<file path="src/shared/mio_pkg.sv">
// Shared constants, types and helpers of the parallel I/O port block
package mio_pkg;

    // ========================================================
    // Data-memory locations of the ports
    localparam logic [7:0] ADDR_L_DATA = 8'hd0;
    localparam logic [7:0] ADDR_L_CFG  = 8'hd1;
    localparam logic [7:0] ADDR_L_PIN  = 8'hd2;
    localparam logic [7:0] ADDR_G_DATA = 8'hd4;
    localparam logic [7:0] ADDR_G_CFG  = 8'hd5;
    localparam logic [7:0] ADDR_G_PIN  = 8'hd6;
    localparam logic [7:0] ADDR_I_PIN  = 8'hd7;
    localparam logic [7:0] ADDR_C_DATA = 8'hd8;
    localparam logic [7:0] ADDR_C_CFG  = 8'hd9;
    localparam logic [7:0] ADDR_C_PIN  = 8'hda;
    localparam logic [7:0] ADDR_D_DATA = 8'hdc;

    // ========================================================
    // Values after reset
    localparam logic [7:0] PORT_RESET   = 8'h00;
    localparam logic [7:0] D_RESET      = 8'hff;

    // ========================================================
    // Port G field positions and masks
    localparam int         G_HALT_BIT   = 7;
    localparam int         G_IDLE_BIT   = 6;
    localparam int         G_ALT_BIT    = 6;
    localparam int         G_DLY_BIT    = 7;
    localparam int         G_RC_PIN_BIT = 7;
    localparam logic [7:0] G_IO_MASK    = 8'h3d;
    localparam logic [7:0] G_FAULT_MASK = 8'h02;
    localparam logic [7:0] G_SPEC_MASK  = 8'hc0;

    // Pin bit positions of alternate functions
    localparam int L_EXT_CLK  = 1;
    localparam int L_RX       = 3;
    localparam int L_T2A      = 4;
    localparam int L_T2B      = 5;
    localparam int L_T3A      = 6;
    localparam int L_T3B      = 7;
    localparam int G_INT      = 0;
    localparam int G_T1_CAP   = 2;
    localparam int G_T1_IO    = 3;
    localparam int G_SER_CLK  = 5;
    localparam int G_SER_IN   = 6;
    localparam int I_CMP1_OUT = 3;
    localparam int I_CMP2_OUT = 6;

    // Clock start-up delay after halt, in cycles
    localparam int RESTART_CYCLES_DEF = 256;

    // ========================================================
    // Power mode
    typedef enum logic [1:0] {
        MIO_RUN     = 2'b00,
        MIO_HALT    = 2'b01,
        MIO_IDLE    = 2'b10,
        MIO_RESTART = 2'b11
    } mio_mode_t;

    // Weak pull-up on where configured as input with data one
    function automatic logic [7:0] mio_pull(input logic [7:0] cfg,
                                           input logic [7:0] dat);
        mio_pull = ~cfg & dat;
    endfunction : mio_pull

endpackage : mio_pkg

</file>
<file path="src/verilog/mio_io_ports.sv">
// Parallel I/O ports L, G, C, I and D on the data-memory bus
`timescale 1ns/1ps
`default_nettype none
// Behaviour
// - Config/data pair selects pin drive mode
// - Each two-way port: config, data, pin
// - Every bit configured independently of others
// - G data bit 7 write enters halt
// - G data bit 6 write enters idle
// - G config bit 6 selects alternate serial phase
// - RC option with G config 7: restart delay
// - G data bits 6, 7 read zero
// - G: five I/O, input 6, fault output 1
// - RC option: G7 rising edge leaves halt
// - Missing C pins read undefined values
// - Port I eight input bits, comparator pins
// - Port D outputs high during reset
// - All L pins feed wakeup; L1, L3-L7 feed alternates
// - Port G alternate pins for serial, timer
// - Reset clears L, G, C registers
module mio_io_ports
    import mio_pkg::*;
#(
    parameter int RESTART_CYCLES = RESTART_CYCLES_DEF
) (
    input  wire logic       i_clock,
    input  wire logic       i_rst,
    input  wire logic [7:0] i_mem_addr,
    input  wire logic [7:0] i_mem_wdata,
    input  wire logic       i_mem_wr,
    input  wire logic       i_mem_rd,
    output logic      [7:0] o_mem_rdata,
    output logic            o_mem_rvalid,
    output logic            o_mem_hit,
    input  wire logic [7:0] i_port_l_pins,
    output logic      [7:0] o_port_l_out,
    output logic      [7:0] o_port_l_oe,
    output logic      [7:0] o_port_l_pullup,
    input  wire logic [7:0] i_port_c_pins,
    output logic      [7:0] o_port_c_out,
    output logic      [7:0] o_port_c_oe,
    output logic      [7:0] o_port_c_pullup,
    input  wire logic [7:0] i_port_g_pins,
    output logic      [7:0] o_port_g_out,
    output logic      [7:0] o_port_g_oe,
    output logic      [7:0] o_port_g_pullup,
    input  wire logic [7:0] i_port_i_pins,
    output logic      [7:0] o_port_d,
    input  wire logic       i_rc_osc_option,
    input  wire logic       i_supervisor_fault_output,
    input  wire logic       i_halt_wakeup,
    input  wire logic       i_idle_wakeup,
    output logic      [1:0] o_power_mode,
    output logic            o_sync_serial_alt_phase,
    output logic      [7:0] o_multi_input_wakeup,
    output logic            o_serial_ext_clock,
    output logic            o_serial_receive_pin,
    output logic            o_timer2_input_a,
    output logic            o_timer2_input_b,
    output logic            o_timer3_input_a,
    output logic            o_timer3_input_b,
    output logic            o_sync_serial_data_in,
    output logic            o_sync_serial_clock,
    output logic            o_timer1_io,
    output logic            o_timer1_capture_input,
    output logic            o_external_interrupt_input,
    output logic            o_comparator_one_output,
    output logic            o_comparator_two_output
);

    // ========================================================
    // Elaboration checks
    if (RESTART_CYCLES < 1 || RESTART_CYCLES > 65536) begin : g_chk
        $error("RESTART_CYCLES must lie in 1..65536");
    end

    // ========================================================
    // State
    typedef struct packed {
        logic [7:0]  l_cfg;
        logic [7:0]  l_dat;
        logic [7:0]  l_pull;
        logic [7:0]  c_cfg;
        logic [7:0]  c_dat;
        logic [7:0]  c_pull;
        logic [7:0]  g_cfg;
        logic [7:0]  g_dat;
        logic [7:0]  g_oe;
        logic [7:0]  g_out;
        logic [7:0]  g_pull;
        logic [7:0]  d_dat;
        mio_mode_t   mode;
        logic [15:0] cnt;
        logic        g7_prev;
        logic [7:0]  rdata;
        logic        rvalid;
        logic        hit;
    } mio_state_t;

    // Ports L, G, C come up as high-impedance inputs, D high
    localparam mio_state_t ST_RESET = '{
        l_cfg: PORT_RESET, l_dat: PORT_RESET, l_pull: PORT_RESET,
        c_cfg: PORT_RESET, c_dat: PORT_RESET, c_pull: PORT_RESET,
        g_cfg: PORT_RESET, g_dat: PORT_RESET, g_oe: PORT_RESET,
        g_out: PORT_RESET, g_pull: PORT_RESET, d_dat: D_RESET,
        mode: MIO_RUN, cnt: 16'h0000, g7_prev: 1'b0,
        rdata: 8'h00, rvalid: 1'b0, hit: 1'b0};

    localparam logic [15:0] RESTART_LOAD = 16'(RESTART_CYCLES - 1);

    mio_state_t  st_r;
    mio_state_t  st_nxt;
    logic [32:0] pins_sync;
    logic [7:0]  l_pin;
    logic [7:0]  c_pin;
    logic [7:0]  g_pin;
    logic [7:0]  i_pin;
    logic        rc_opt;
    logic        g7_rise;
    logic        halt_wake;

    // ========================================================
    // Pin synchronisers; all later logic sees only stage two
    mio_pin_sync #(
        .WIDTH (33)
    ) u_sync (
        .i_clock (i_clock),
        .i_rst   (i_rst),
        .i_async ({i_rc_osc_option, i_port_i_pins, i_port_g_pins,
                   i_port_c_pins, i_port_l_pins}),
        .o_sync  (pins_sync)
    );

    assign l_pin  = pins_sync[7:0];
    assign c_pin  = pins_sync[15:8];   // Unbonded C bits float
    assign g_pin  = pins_sync[23:16];
    assign i_pin  = pins_sync[31:24];  // Input only
    assign rc_opt = pins_sync[32];

    // RC option turns G7 into a halt restart input
    assign g7_rise   = g_pin[G_RC_PIN_BIT] & ~st_r.g7_prev;
    assign halt_wake = i_halt_wakeup | (rc_opt & g7_rise);

    // ========================================================
    // Next state: bus writes, power mode, reads, pin drive
    always_comb begin
        st_nxt         = st_r;
        st_nxt.rvalid  = 1'b0;
        st_nxt.hit     = 1'b0;
        st_nxt.g7_prev = g_pin[G_RC_PIN_BIT];

        // Byte writes; bit ops are read-modify-write
        if (i_mem_wr) begin
            case (i_mem_addr)
                ADDR_L_DATA: st_nxt.l_dat = i_mem_wdata;
                ADDR_L_CFG:  st_nxt.l_cfg = i_mem_wdata;
                ADDR_C_DATA: st_nxt.c_dat = i_mem_wdata;
                ADDR_C_CFG:  st_nxt.c_cfg = i_mem_wdata;
                ADDR_G_DATA: st_nxt.g_dat = i_mem_wdata;
                ADDR_G_CFG:  st_nxt.g_cfg = i_mem_wdata;
                ADDR_D_DATA: st_nxt.d_dat = i_mem_wdata;
                // Pin locations take no write
                default: ;
            endcase
        end

        // Power mode; halt outranks idle when both bits are written
        case (st_r.mode)
            MIO_RUN: begin
                if (i_mem_wr && i_mem_addr == ADDR_G_DATA) begin
                    if (i_mem_wdata[G_HALT_BIT]) begin
                        st_nxt.mode = MIO_HALT;
                    end else if (i_mem_wdata[G_IDLE_BIT]) begin
                        st_nxt.mode = MIO_IDLE;
                    end
                end
            end
            MIO_HALT: begin
                if (halt_wake) begin
                    if (rc_opt && st_r.g_cfg[G_DLY_BIT]) begin
                        st_nxt.mode = MIO_RESTART;
                        st_nxt.cnt  = RESTART_LOAD;
                    end else begin
                        st_nxt.mode = MIO_RUN;
                    end
                end
            end
            MIO_IDLE: begin
                if (i_idle_wakeup) begin
                    st_nxt.mode = MIO_RUN;
                end
            end
            MIO_RESTART: begin
                // Oscillator settles before the core is released
                if (st_r.cnt == 16'h0000) begin
                    st_nxt.mode = MIO_RUN;
                end else begin
                    st_nxt.cnt = st_r.cnt - 16'h0001;
                end
            end
            default: st_nxt.mode = MIO_RUN;
        endcase

        // Read answer one cycle after the strobe
        if (i_mem_rd) begin
            st_nxt.rvalid = 1'b1;
            st_nxt.hit    = 1'b1;
            case (i_mem_addr)
                ADDR_L_DATA: st_nxt.rdata = st_r.l_dat;
                ADDR_L_CFG:  st_nxt.rdata = st_r.l_cfg;
                ADDR_L_PIN:  st_nxt.rdata = l_pin;
                ADDR_C_DATA: st_nxt.rdata = st_r.c_dat;
                ADDR_C_CFG:  st_nxt.rdata = st_r.c_cfg;
                ADDR_C_PIN:  st_nxt.rdata = c_pin;
                // Special bits act as commands
                ADDR_G_DATA: st_nxt.rdata = st_r.g_dat & ~G_SPEC_MASK;
                ADDR_G_CFG:  st_nxt.rdata = st_r.g_cfg;
                ADDR_G_PIN:  st_nxt.rdata = g_pin;
                ADDR_I_PIN:  st_nxt.rdata = i_pin;
                ADDR_D_DATA: st_nxt.rdata = st_r.d_dat;
                default: begin
                    st_nxt.rdata = 8'h00;
                    st_nxt.hit   = 1'b0;
                end
            endcase
        end

        // Pin drive from the new config/data pairs
        st_nxt.l_pull = mio_pull(st_nxt.l_cfg, st_nxt.l_dat);
        st_nxt.c_pull = mio_pull(st_nxt.c_cfg, st_nxt.c_dat);
        // G1 pulls low only on a fault, G6/G7 never driven
        st_nxt.g_oe   = (st_nxt.g_cfg & G_IO_MASK)
                      | (i_supervisor_fault_output ? G_FAULT_MASK : 8'h00);
        st_nxt.g_out  = st_nxt.g_dat & G_IO_MASK;
        st_nxt.g_pull = mio_pull(st_nxt.g_cfg, st_nxt.g_dat) & G_IO_MASK;
    end

    // Clears L, G, C and presets D; and
    always_ff @(posedge i_clock or posedge i_rst) begin
        if (i_rst) begin
            st_r <= ST_RESET;
        end else begin
            st_r <= st_nxt;
        end
    end

    // ========================================================
    // Outputs, all straight from flip-flops
    assign o_mem_rdata      = st_r.rdata;
    assign o_mem_rvalid     = st_r.rvalid;
    assign o_mem_hit        = st_r.hit;
    assign o_port_l_out     = st_r.l_dat;
    assign o_port_l_oe      = st_r.l_cfg;
    assign o_port_l_pullup  = st_r.l_pull;
    assign o_port_c_out     = st_r.c_dat;
    assign o_port_c_oe      = st_r.c_cfg;
    assign o_port_c_pullup  = st_r.c_pull;
    assign o_port_g_out     = st_r.g_out;
    assign o_port_g_oe      = st_r.g_oe;
    assign o_port_g_pullup  = st_r.g_pull;
    assign o_port_d         = st_r.d_dat;
    assign o_power_mode     = st_r.mode;
    assign o_sync_serial_alt_phase = st_r.g_cfg[G_ALT_BIT];

    // Alternate functions take the synchronised pin levels
    assign o_multi_input_wakeup = l_pin;
    assign o_serial_ext_clock   = l_pin[L_EXT_CLK];
    assign o_serial_receive_pin = l_pin[L_RX];
    assign o_timer2_input_a     = l_pin[L_T2A];
    assign o_timer2_input_b     = l_pin[L_T2B];
    assign o_timer3_input_a     = l_pin[L_T3A];
    assign o_timer3_input_b     = l_pin[L_T3B];
    assign o_sync_serial_data_in  = g_pin[G_SER_IN];
    assign o_sync_serial_clock    = g_pin[G_SER_CLK];
    assign o_timer1_io            = g_pin[G_T1_IO];
    assign o_timer1_capture_input = g_pin[G_T1_CAP];
    assign o_external_interrupt_input = g_pin[G_INT];
    assign o_comparator_one_output = i_pin[I_CMP1_OUT];
    assign o_comparator_two_output = i_pin[I_CMP2_OUT];
endmodule : mio_io_ports
`default_nettype wire

</file>
<file path="src/verilog/mio_pin_sync.sv">
// Two-stage synchroniser for the port input pins
`timescale 1ns/1ps
`default_nettype none
module mio_pin_sync #(
    parameter int WIDTH = 8
) (
    input  wire logic             i_clock,
    input  wire logic             i_rst,
    input  wire logic [WIDTH-1:0] i_async,
    output logic      [WIDTH-1:0] o_sync
);

    typedef struct packed {
        logic [WIDTH-1:0] meta;
        logic [WIDTH-1:0] sync;
    } mio_sync_t;

    mio_sync_t st_r;
    mio_sync_t st_nxt;

    // ========================================================
    // First stage feeds only the second stage
    always_comb begin
        st_nxt      = st_r;
        st_nxt.meta = i_async;
        st_nxt.sync = st_r.meta;
    end

    always_ff @(posedge i_clock or posedge i_rst) begin
        if (i_rst) begin
            st_r <= '0;
        end else begin
            st_r <= st_nxt;
        end
    end

    assign o_sync = st_r.sync;

endmodule : mio_pin_sync
`default_nettype wire
</file>
<file path="config.mk">
export PLATFORM = sky130hd
export DESIGN_NAME = mio_io_ports
export DESIGN_NICKNAME = d
export VERILOG_FILES = /design/src/shared/mio_pkg.sv /design/src/verilog/mio_io_ports.sv /design/src/verilog/mio_pin_sync.sv
export SDC_FILE = /design/constraint.sdc
export NUM_CORES = 1
export LEC_CHECK = 0
export BUFFER_PORTS_ARGS = -buffer_cell sky130_fd_sc_hd__buf_2
export CORE_ASPECT_RATIO = 0.9
export CORE_MARGIN = 10
export CORE_UTILIZATION = 45
export DETAILED_ROUTE_END_ITERATION = 16
export PLACE_DENSITY_LB_ADDON = 0.2
export SYNTH_ARGS = -nofsm -noshare
export SYNTH_HDL_FRONTEND = slang
export SYNTH_SLANG_ARGS = --single-unit
</file>
<file path="constraint.sdc">
create_clock -name i_clock -period 6.95 [get_ports i_clock]
set_clock_uncertainty 0.15 [all_clocks]
set_input_delay 0.3475 -clock i_clock [delete_from_list [all_inputs] [get_ports i_clock]]
set_output_delay 0.3475 -clock i_clock [all_outputs]
set_load 0.02 [all_outputs]
</file>
==> flow_summary.toml, run 1 <==
[final_layout]
nNetsFinal = 731
drive_gt1_share_pct = 39.2
area_delta_synth_final_pct = 16.4
n_antenna_cell = 0
nFillCells = 1397
seq_area_sq_um = 4290
stdcell_count = 894
multiInputGateArea_sq_um = 2170
fin_area_sq_um = 8530

[placement]
post-place-ws_ns = 3.70
postPlaceCellArea_sq_um = 7600
io_buffers = 161
dp_cells = 827
hpwl_um = 13000
gp_congestion = 0.773

[sta]
whs_ns = 0.0268
setup_viol = 0
grt_setup_unrepaired = "no"
fin_ws_ns = 4.06
tightest_slew_ns = 1.28
fin_crit_ns = 2.89
tns_ns = 0
maxSlewViolCount = 0
finalCritPeriodShare_pct = 41.6
hold_viol = 0
slew_headroom_pct = 14.3
fmax_mhz = 346

[yosys]
yosys_warnings = 0
synthDistinctLibCells = 66
synth_edf_count = 0
syn_area_per_cell_sq_um = 12.8
synth-async-reset-ratio_pct = 100
synth_seq_cells = 171
ys_seq_area_share_pct = 58.5
synth_ff_type = "dfrtp_1"
netlist_area_sq_um = 7330
syn-instance-count = 572

[setup_path]
slowest_delay_ns = 1.06
ff2ff_setup_slack_ns = 4.43
crit_buf_inv = 1
path_cells = "buf_2, nor2b_1, and4_1, mux2_2, nor2b_1"
critical_path_arrival_ns = 3.08
end_kind = "flip-flop"
cpMaxStageDelayCell = "nor2b_1"
worstPathMaxFanout = 17
rr_worst_depth = 7
cp_top_family = "simple AND/OR/NAND/NOR gates"
worstSetupPathType = "in2reg"
cp_common_cell = "nor2b_1"
cp-start-kind = "input pin"
r2r-start = "st_r[11]"
critPathRequiredTime_ns = 7.15
r2r_end = "st_r[18]"

[worst_hold_path]
hold_start = "i_mem_rd"
hold_path_class = "in2reg"
hold_path_end = "o_mem_rvalid"
min_path_cells = 1

[die]
die_h_um = 141
die_x_um = 155
start_util_pct = 45.6
pin_count = 170
core_area_sq_um = 16100
rows = 44
die_area_sq_um = 21800

[drt]
first_pass_iters = 4
vias_per_cell = 5.11
drt_iter0_drc = 372
via_count = 4569
antenna_left = 0
wirelength_um = 18700
drcViolationCount = 0
avgRoutedWirePerCell_um = 20.9

[outcome]
status = "finished clean"

[clock_network]
ctsRootBufferMaster = "clkbuf_16"
clock_latency_ns = 0.42
clk_path_buf_depth = 2
cts.sinks = 171
htree_levels = 4
numCtsBuffers = 17
cts_tree = "yes"
clkSlewWorstSetupHoldPaths_ns = 0.07

[grt]
antenna_found_initial = 0
grt_overflow = 0
grt_pass1_vias = 4984
grt_max_degree = 101
grt_usage_pct = 17.2
grt_pass1_wl_um = 29100

[power_and_ir_drop]
power_leakage_nw = 4.23
ir_drop_v = 0.000182
p_per_area_nw_per_um2 = 260

[run]
drv_cap = 0
==> worst reg2reg max path, stage by stage (launching register included) <==
cell	delay, ns
dfrtp_1	0.42
inv_1	0.07
ha_1	0.23
or3b_1	0.19
and4bb_2	0.28
a21oi_1	0.72
and3_1	0.28
o22ai_1	0.07
==> cells by family (layout without fill, tap and decap cells) <==
kind of cell | count (synthesis) | count (layout) | share of synthesized area [%]
multiplexers | 78 | 78 | 12.7
AND/OR/NAND/NOR | 104 | 104 | 8.28
buffers and inverters | 138 | 246 | 12.3
other | 1 | 8 | 0.0511
adder cells (fa/ha/maj) | 1 | 1 | 0.171
XOR/XNOR | 6 | 6 | 0.717
AO/OA/AOI/OAI | 73 | 73 | 7.36
flip-flops | 171 | 171 | 58.5
==> state kept, by name, indices dropped and copies added, names as in the netlist, 8 cells and up, named ones only <==
| register | flops |
|---|---|
| o_port_c_oe | 8 |
| st_r | 19 |
| o_port_l_out | 8 |
| o_mem_rdata | 8 |
| o_port_d | 8 |
| o_port_l_pullup | 8 |
| u_sync.o_sync | 33 |
| o_port_l_oe | 8 |
| o_port_c_out | 8 |
| o_port_c_pullup | 8 |
| u_sync.st_nxt | 33 |
==> metrics by stage <==
step | total power [mW] | utilization, %
final | 2.22 | 53.1
after global placement | 1.28 | 47.3
after detailed placement | 1.28 | 47.3
after global routing | 2.30 | 53.1
after CTS | 2.24 | 53.1
after floorplan | 1.24 | -
==> area by class of cell <==
type | count | area share, %
Timing Repair Buffer | 197 | 13.6
Sequential cell | 171 | 50.3
Multi-Input combinational cell | 270 | 25.4
Inverter | 17 | 0.806
Tap cell | 207 | 3.04
Clock buffer | 23 | 5.48
Clock inverter | 9 | 1.33
==> cells in the final DEF (no fill, tap or decap), types with 3 or more instances in the layout <==
master	synthesis	final
nand3b_1	3	3
dfrtp_1	163	163
a31oi_1	5	5
mux4_2	6	6
o21ai_0	9	9
buf_2	10	161
nor2_1	24	24
a21o_1	3	3
a21oi_1	8	8
nor3_1	9	9
inv_1	17	16
a221oi_1	4	4
clkbuf_1	10	4
nor2b_1	27	27
inv_6	0	3
and3_1	3	3
nand3_1	4	4
o2111ai_1	3	3
mux2_2	57	57
nand2_1	14	14
o22ai_1	8	8
a22o_1	6	6
dlygate4sd3_1	0	35
clkinvlp_4	0	3
clkbuf_16	0	17
conb_1	1	8
dfstp_2	8	8
a32o_1	3	3
xnor2_1	4	4
mux2i_1	13	13
==> cells in the mapped netlist, drive strengths merged (3+ instances only) <==
| cell type | instances | area [sq um] |
|---|---|---|
| nor2b | 27 | 169 |
| mux4 | 6 | 135 |
| and3 | 3 | 18.8 |
| o2111ai | 3 | 26.3 |
| o22ai | 8 | 50.1 |
| xnor2 | 4 | 35.0 |
| nand3 | 4 | 20.0 |
| mux2i | 13 | 130 |
| dfrtp | 163 | 4080 |
| a21o | 3 | 22.5 |
| nor2 | 24 | 90.1 |
| mux2 | 59 | 664 |
| a221oi | 4 | 35.0 |
| buf | 111 | 797 |
| dfstp | 8 | 210 |
| a32o | 3 | 30.0 |
| a22o | 6 | 52.6 |
| nand3b | 3 | 22.5 |
| nor3 | 11 | 65.1 |
| nand2 | 14 | 52.6 |
| o21ai | 10 | 50.0 |
| a21oi | 8 | 40.0 |
| clkbuf | 10 | 37.5 |
| inv | 17 | 63.8 |
| a31oi | 5 | 31.3 |
==> how the worst max path moves through the flow <==
stage,from,endpoint,slack [ns],cells past startpoint
6_report,i_mem_addr[0],o_port_c_pullup[3],4.06,5
4_1_cts,i_mem_addr[0],o_port_c_pullup[3],4.12,5
3_5_place_dp,i_mem_addr[0],o_port_c_pullup[3],3.70,5
3_3_place_gp,i_mem_addr[0],o_port_c_pullup[1],3.77,5
5_1_grt,i_mem_addr[0],o_port_c_pullup[7],3.98,5
2_1_floorplan,i_rst,asynchronous set/reset pin,1.83,1
==> timing repair <==
action,in CTS,in global routing
resized for setup,0,0
setup buffers,0,0
hold buffers,35,0
hold endpoints to repair,35,0
==> where the power goes <==
group / switching [mW] / leakage, nW / internal [mW]
combinational: 0.125 / 1.82 / 0.0804
clock: 0.386 / 0.274 / 0.551
sequential: 0.0296 / 2.13 / 1.04
total: 0.541 / 4.23 / 1.67
==> layer usage <==
| metal | up-vias | wire, um | global-route usage (%) |
|---|---|---|---|
| met5 | - | 0 | 0 |
| met4 | 0 | 142 | 4.07 |
| met3 | 8 | 1310 | 6.23 |
| met2 | 155 | 9120 | 26.8 |
| met1 | 2322 | 8130 | 22.3 |
| li1 | 2084 | - | - |
Power figures use the tool's default switching activity.
==> inputs of run 2 (changes only) <==
Clock period 6.95 ns to 2.91 ns, I/O delays scaled along.
==> run 2 against run 1 <==
Effect of this change: design area is 2.6% higher; non-clock buffer count is 23 higher; highest routed layer is now met5; critical path depth is 2 higher; largest power group unchanged.
==> flow_summary.toml, run 2 (synthesized netlist as in run 1, its figures left out) <==
[final_layout]
nNetsFinal = 754
fin_area_sq_um = 8750
stdcell_count = 917
drive_gt1_share_pct = 40.1
final_cell_mix = "dfrtp_1 (163), buf_2 (161), mux2_2 (57)"
area_delta_synth_final_pct = 19.4
nFillCells = 1380
layout.cells.most_common = "dfrtp_1"
n_antenna_cell = 0
utilization_pct = 54.5

[die]
die_x_um = 155
start_util_pct = 45.6
die_area_sq_um = 21800
die_h_um = 141
core_area_sq_um = 16100
pin_count = 170
rows = 44

[sta]
tightest_slew_ns = 0.868
maxSlewViolCount = 0
hold_viol = 0
slew_headroom_pct = 42.1
fin_crit_ns = 2.50
grt_setup_unrepaired = "no"
tns_ns = 0
finalCritPeriodShare_pct = 85.9
setup_viol = 0
fmax_mhz = 400

[drt]
avgRoutedWirePerCell_um = 20.8
vias_per_cell = 5.16
antenna_left = 0
wirelength_um = 19100
drcViolationCount = 0
first_pass_iters = 4
drt_iter0_drc = 349
via_count = 4735

[power_and_ir_drop]
ir_drop_v = 0.000459
p_per_area_nw_per_um2 = 601
power_leakage_nw = 4.35

[placement]
hpwl_um = 13500
io_buffers = 161
gp_congestion = 0.805
dp_cells = 839
postPlaceCellArea_sq_um = 7730

[setup_path]
cp-start-kind = "flip-flop"
worstSetupPathType = "reg2reg"
end_kind = "flip-flop"
critical_path_arrival_ns = 2.67
cp-startpoint = "st_r[11]"
critPathRequiredTime_ns = 3.08
worstPathMaxFanout = 12
r2r-start = "st_r[11]"

[clock_network]
cts_setup_buffers = 0
clock_latency_ns = 0.44
cts_tree = "yes"
clkSlewWorstSetupHoldPaths_ns = 0.06
numCtsBuffers = 17
clk_path_buf_depth = 2
htree_levels = 4
holdBufCountCts = 46
ctsRootBufferMaster = "clkbuf_16"
cts-resized-gates = 0
cts.sinks = 171

[grt]
gr-usage-met3_pct = 6.84
gr-max-usage-layer = "met2"
antenna_found_initial = 1
grt_usage_pct = 17.7
gr-usage-met1_pct = 22.2
use_met2_pct = 27.3
grt_max_degree = 65
grt_pass1_vias = 5321
grt_pass1_wl_um = 29800
grt_overflow = 0

[worst_hold_path]
hold_path_class = "in2reg"
hold_start = "i_mem_addr[2]"

[outcome]
status = "finished clean"

[run]
drv_cap = 0
[run 2: cell types whose count changed in the layout (fill, tap and decap cells not counted), sizes merged]
| cell | previous run | this run |
|---|---|---|
| dlygate4sd3 | 35 | 46 |
| buf | 162 | 174 |
| clkinv | 2 | 7 |
| inv | 19 | 23 |
| clkinvlp | 3 | 1 |
| clkbuf | 23 | 17 |
| bufinv | 2 | 1 |
[run 2: power by group]
part	internal, mW	total (mW)	switching, mW
combinational	0.214	0.520	0.306
sequential	2.49	2.56	0.0714
clock	1.20	2.18	0.986
total	3.90	5.26	1.36
[run 2: through the flow]
step                power [mW]  hold slack [ns]  setup WS (ns)
floorplan                 2.95           0.0269          0.438
global placement          3.07          0.00121          0.500
detailed placement        3.08          0.00557          0.430
CTS                       5.33          0.00895          0.407
global route              5.49           0.0231          0.216
finish                    5.26           0.0297          0.409
[run 2: area by class of cell]
type                            instances  area [sq um]  area share (%)
Clock buffer                           17           425            4.86
Clock inverter                         15           140            1.60
Inverter                               17          67.6           0.772
Multi-Input combinational cell        270          2170            24.8
Sequential cell                       171          4290            49.0
Tap cell                              207           259            2.96
Timing Repair Buffer                  220          1400            16.0
[run 2: worst max-delay path: stages, from the launching register on]
cell,delay (ns)
dfrtp_1,0.42
inv_1,0.07
ha_1,0.21
or3b_1,0.20
and4bb_2,0.28
a21oi_1,0.71
nand3_1,0.19
mux2i_1,0.16
[run 2: path summary, 6_finish.rpt]
path	slack [ns]	endpoint	depth (start not counted)
max	0.41	st_r[16]	7
min	0.03	o_mem_rdata[6]	3
max reg2reg	0.41	st_r[16]	7
min reg2reg	0.19	u_sync.o_sync[23]	0
max in group asynchronous	1.86	o_port_d[2]	4
min in group asynchronous	0.10	u_sync.st_nxt[12]	3
[run 2: layer usage]
| metal | share of wire [%] | routed length (um) |
|---|---|---|
| met5 | 0.084 | 16 |
| met2 | 47 | 8990 |
| met4 | 1.1 | 219 |
| met3 | 8.8 | 1680 |
| met1 | 43 | 8180 |
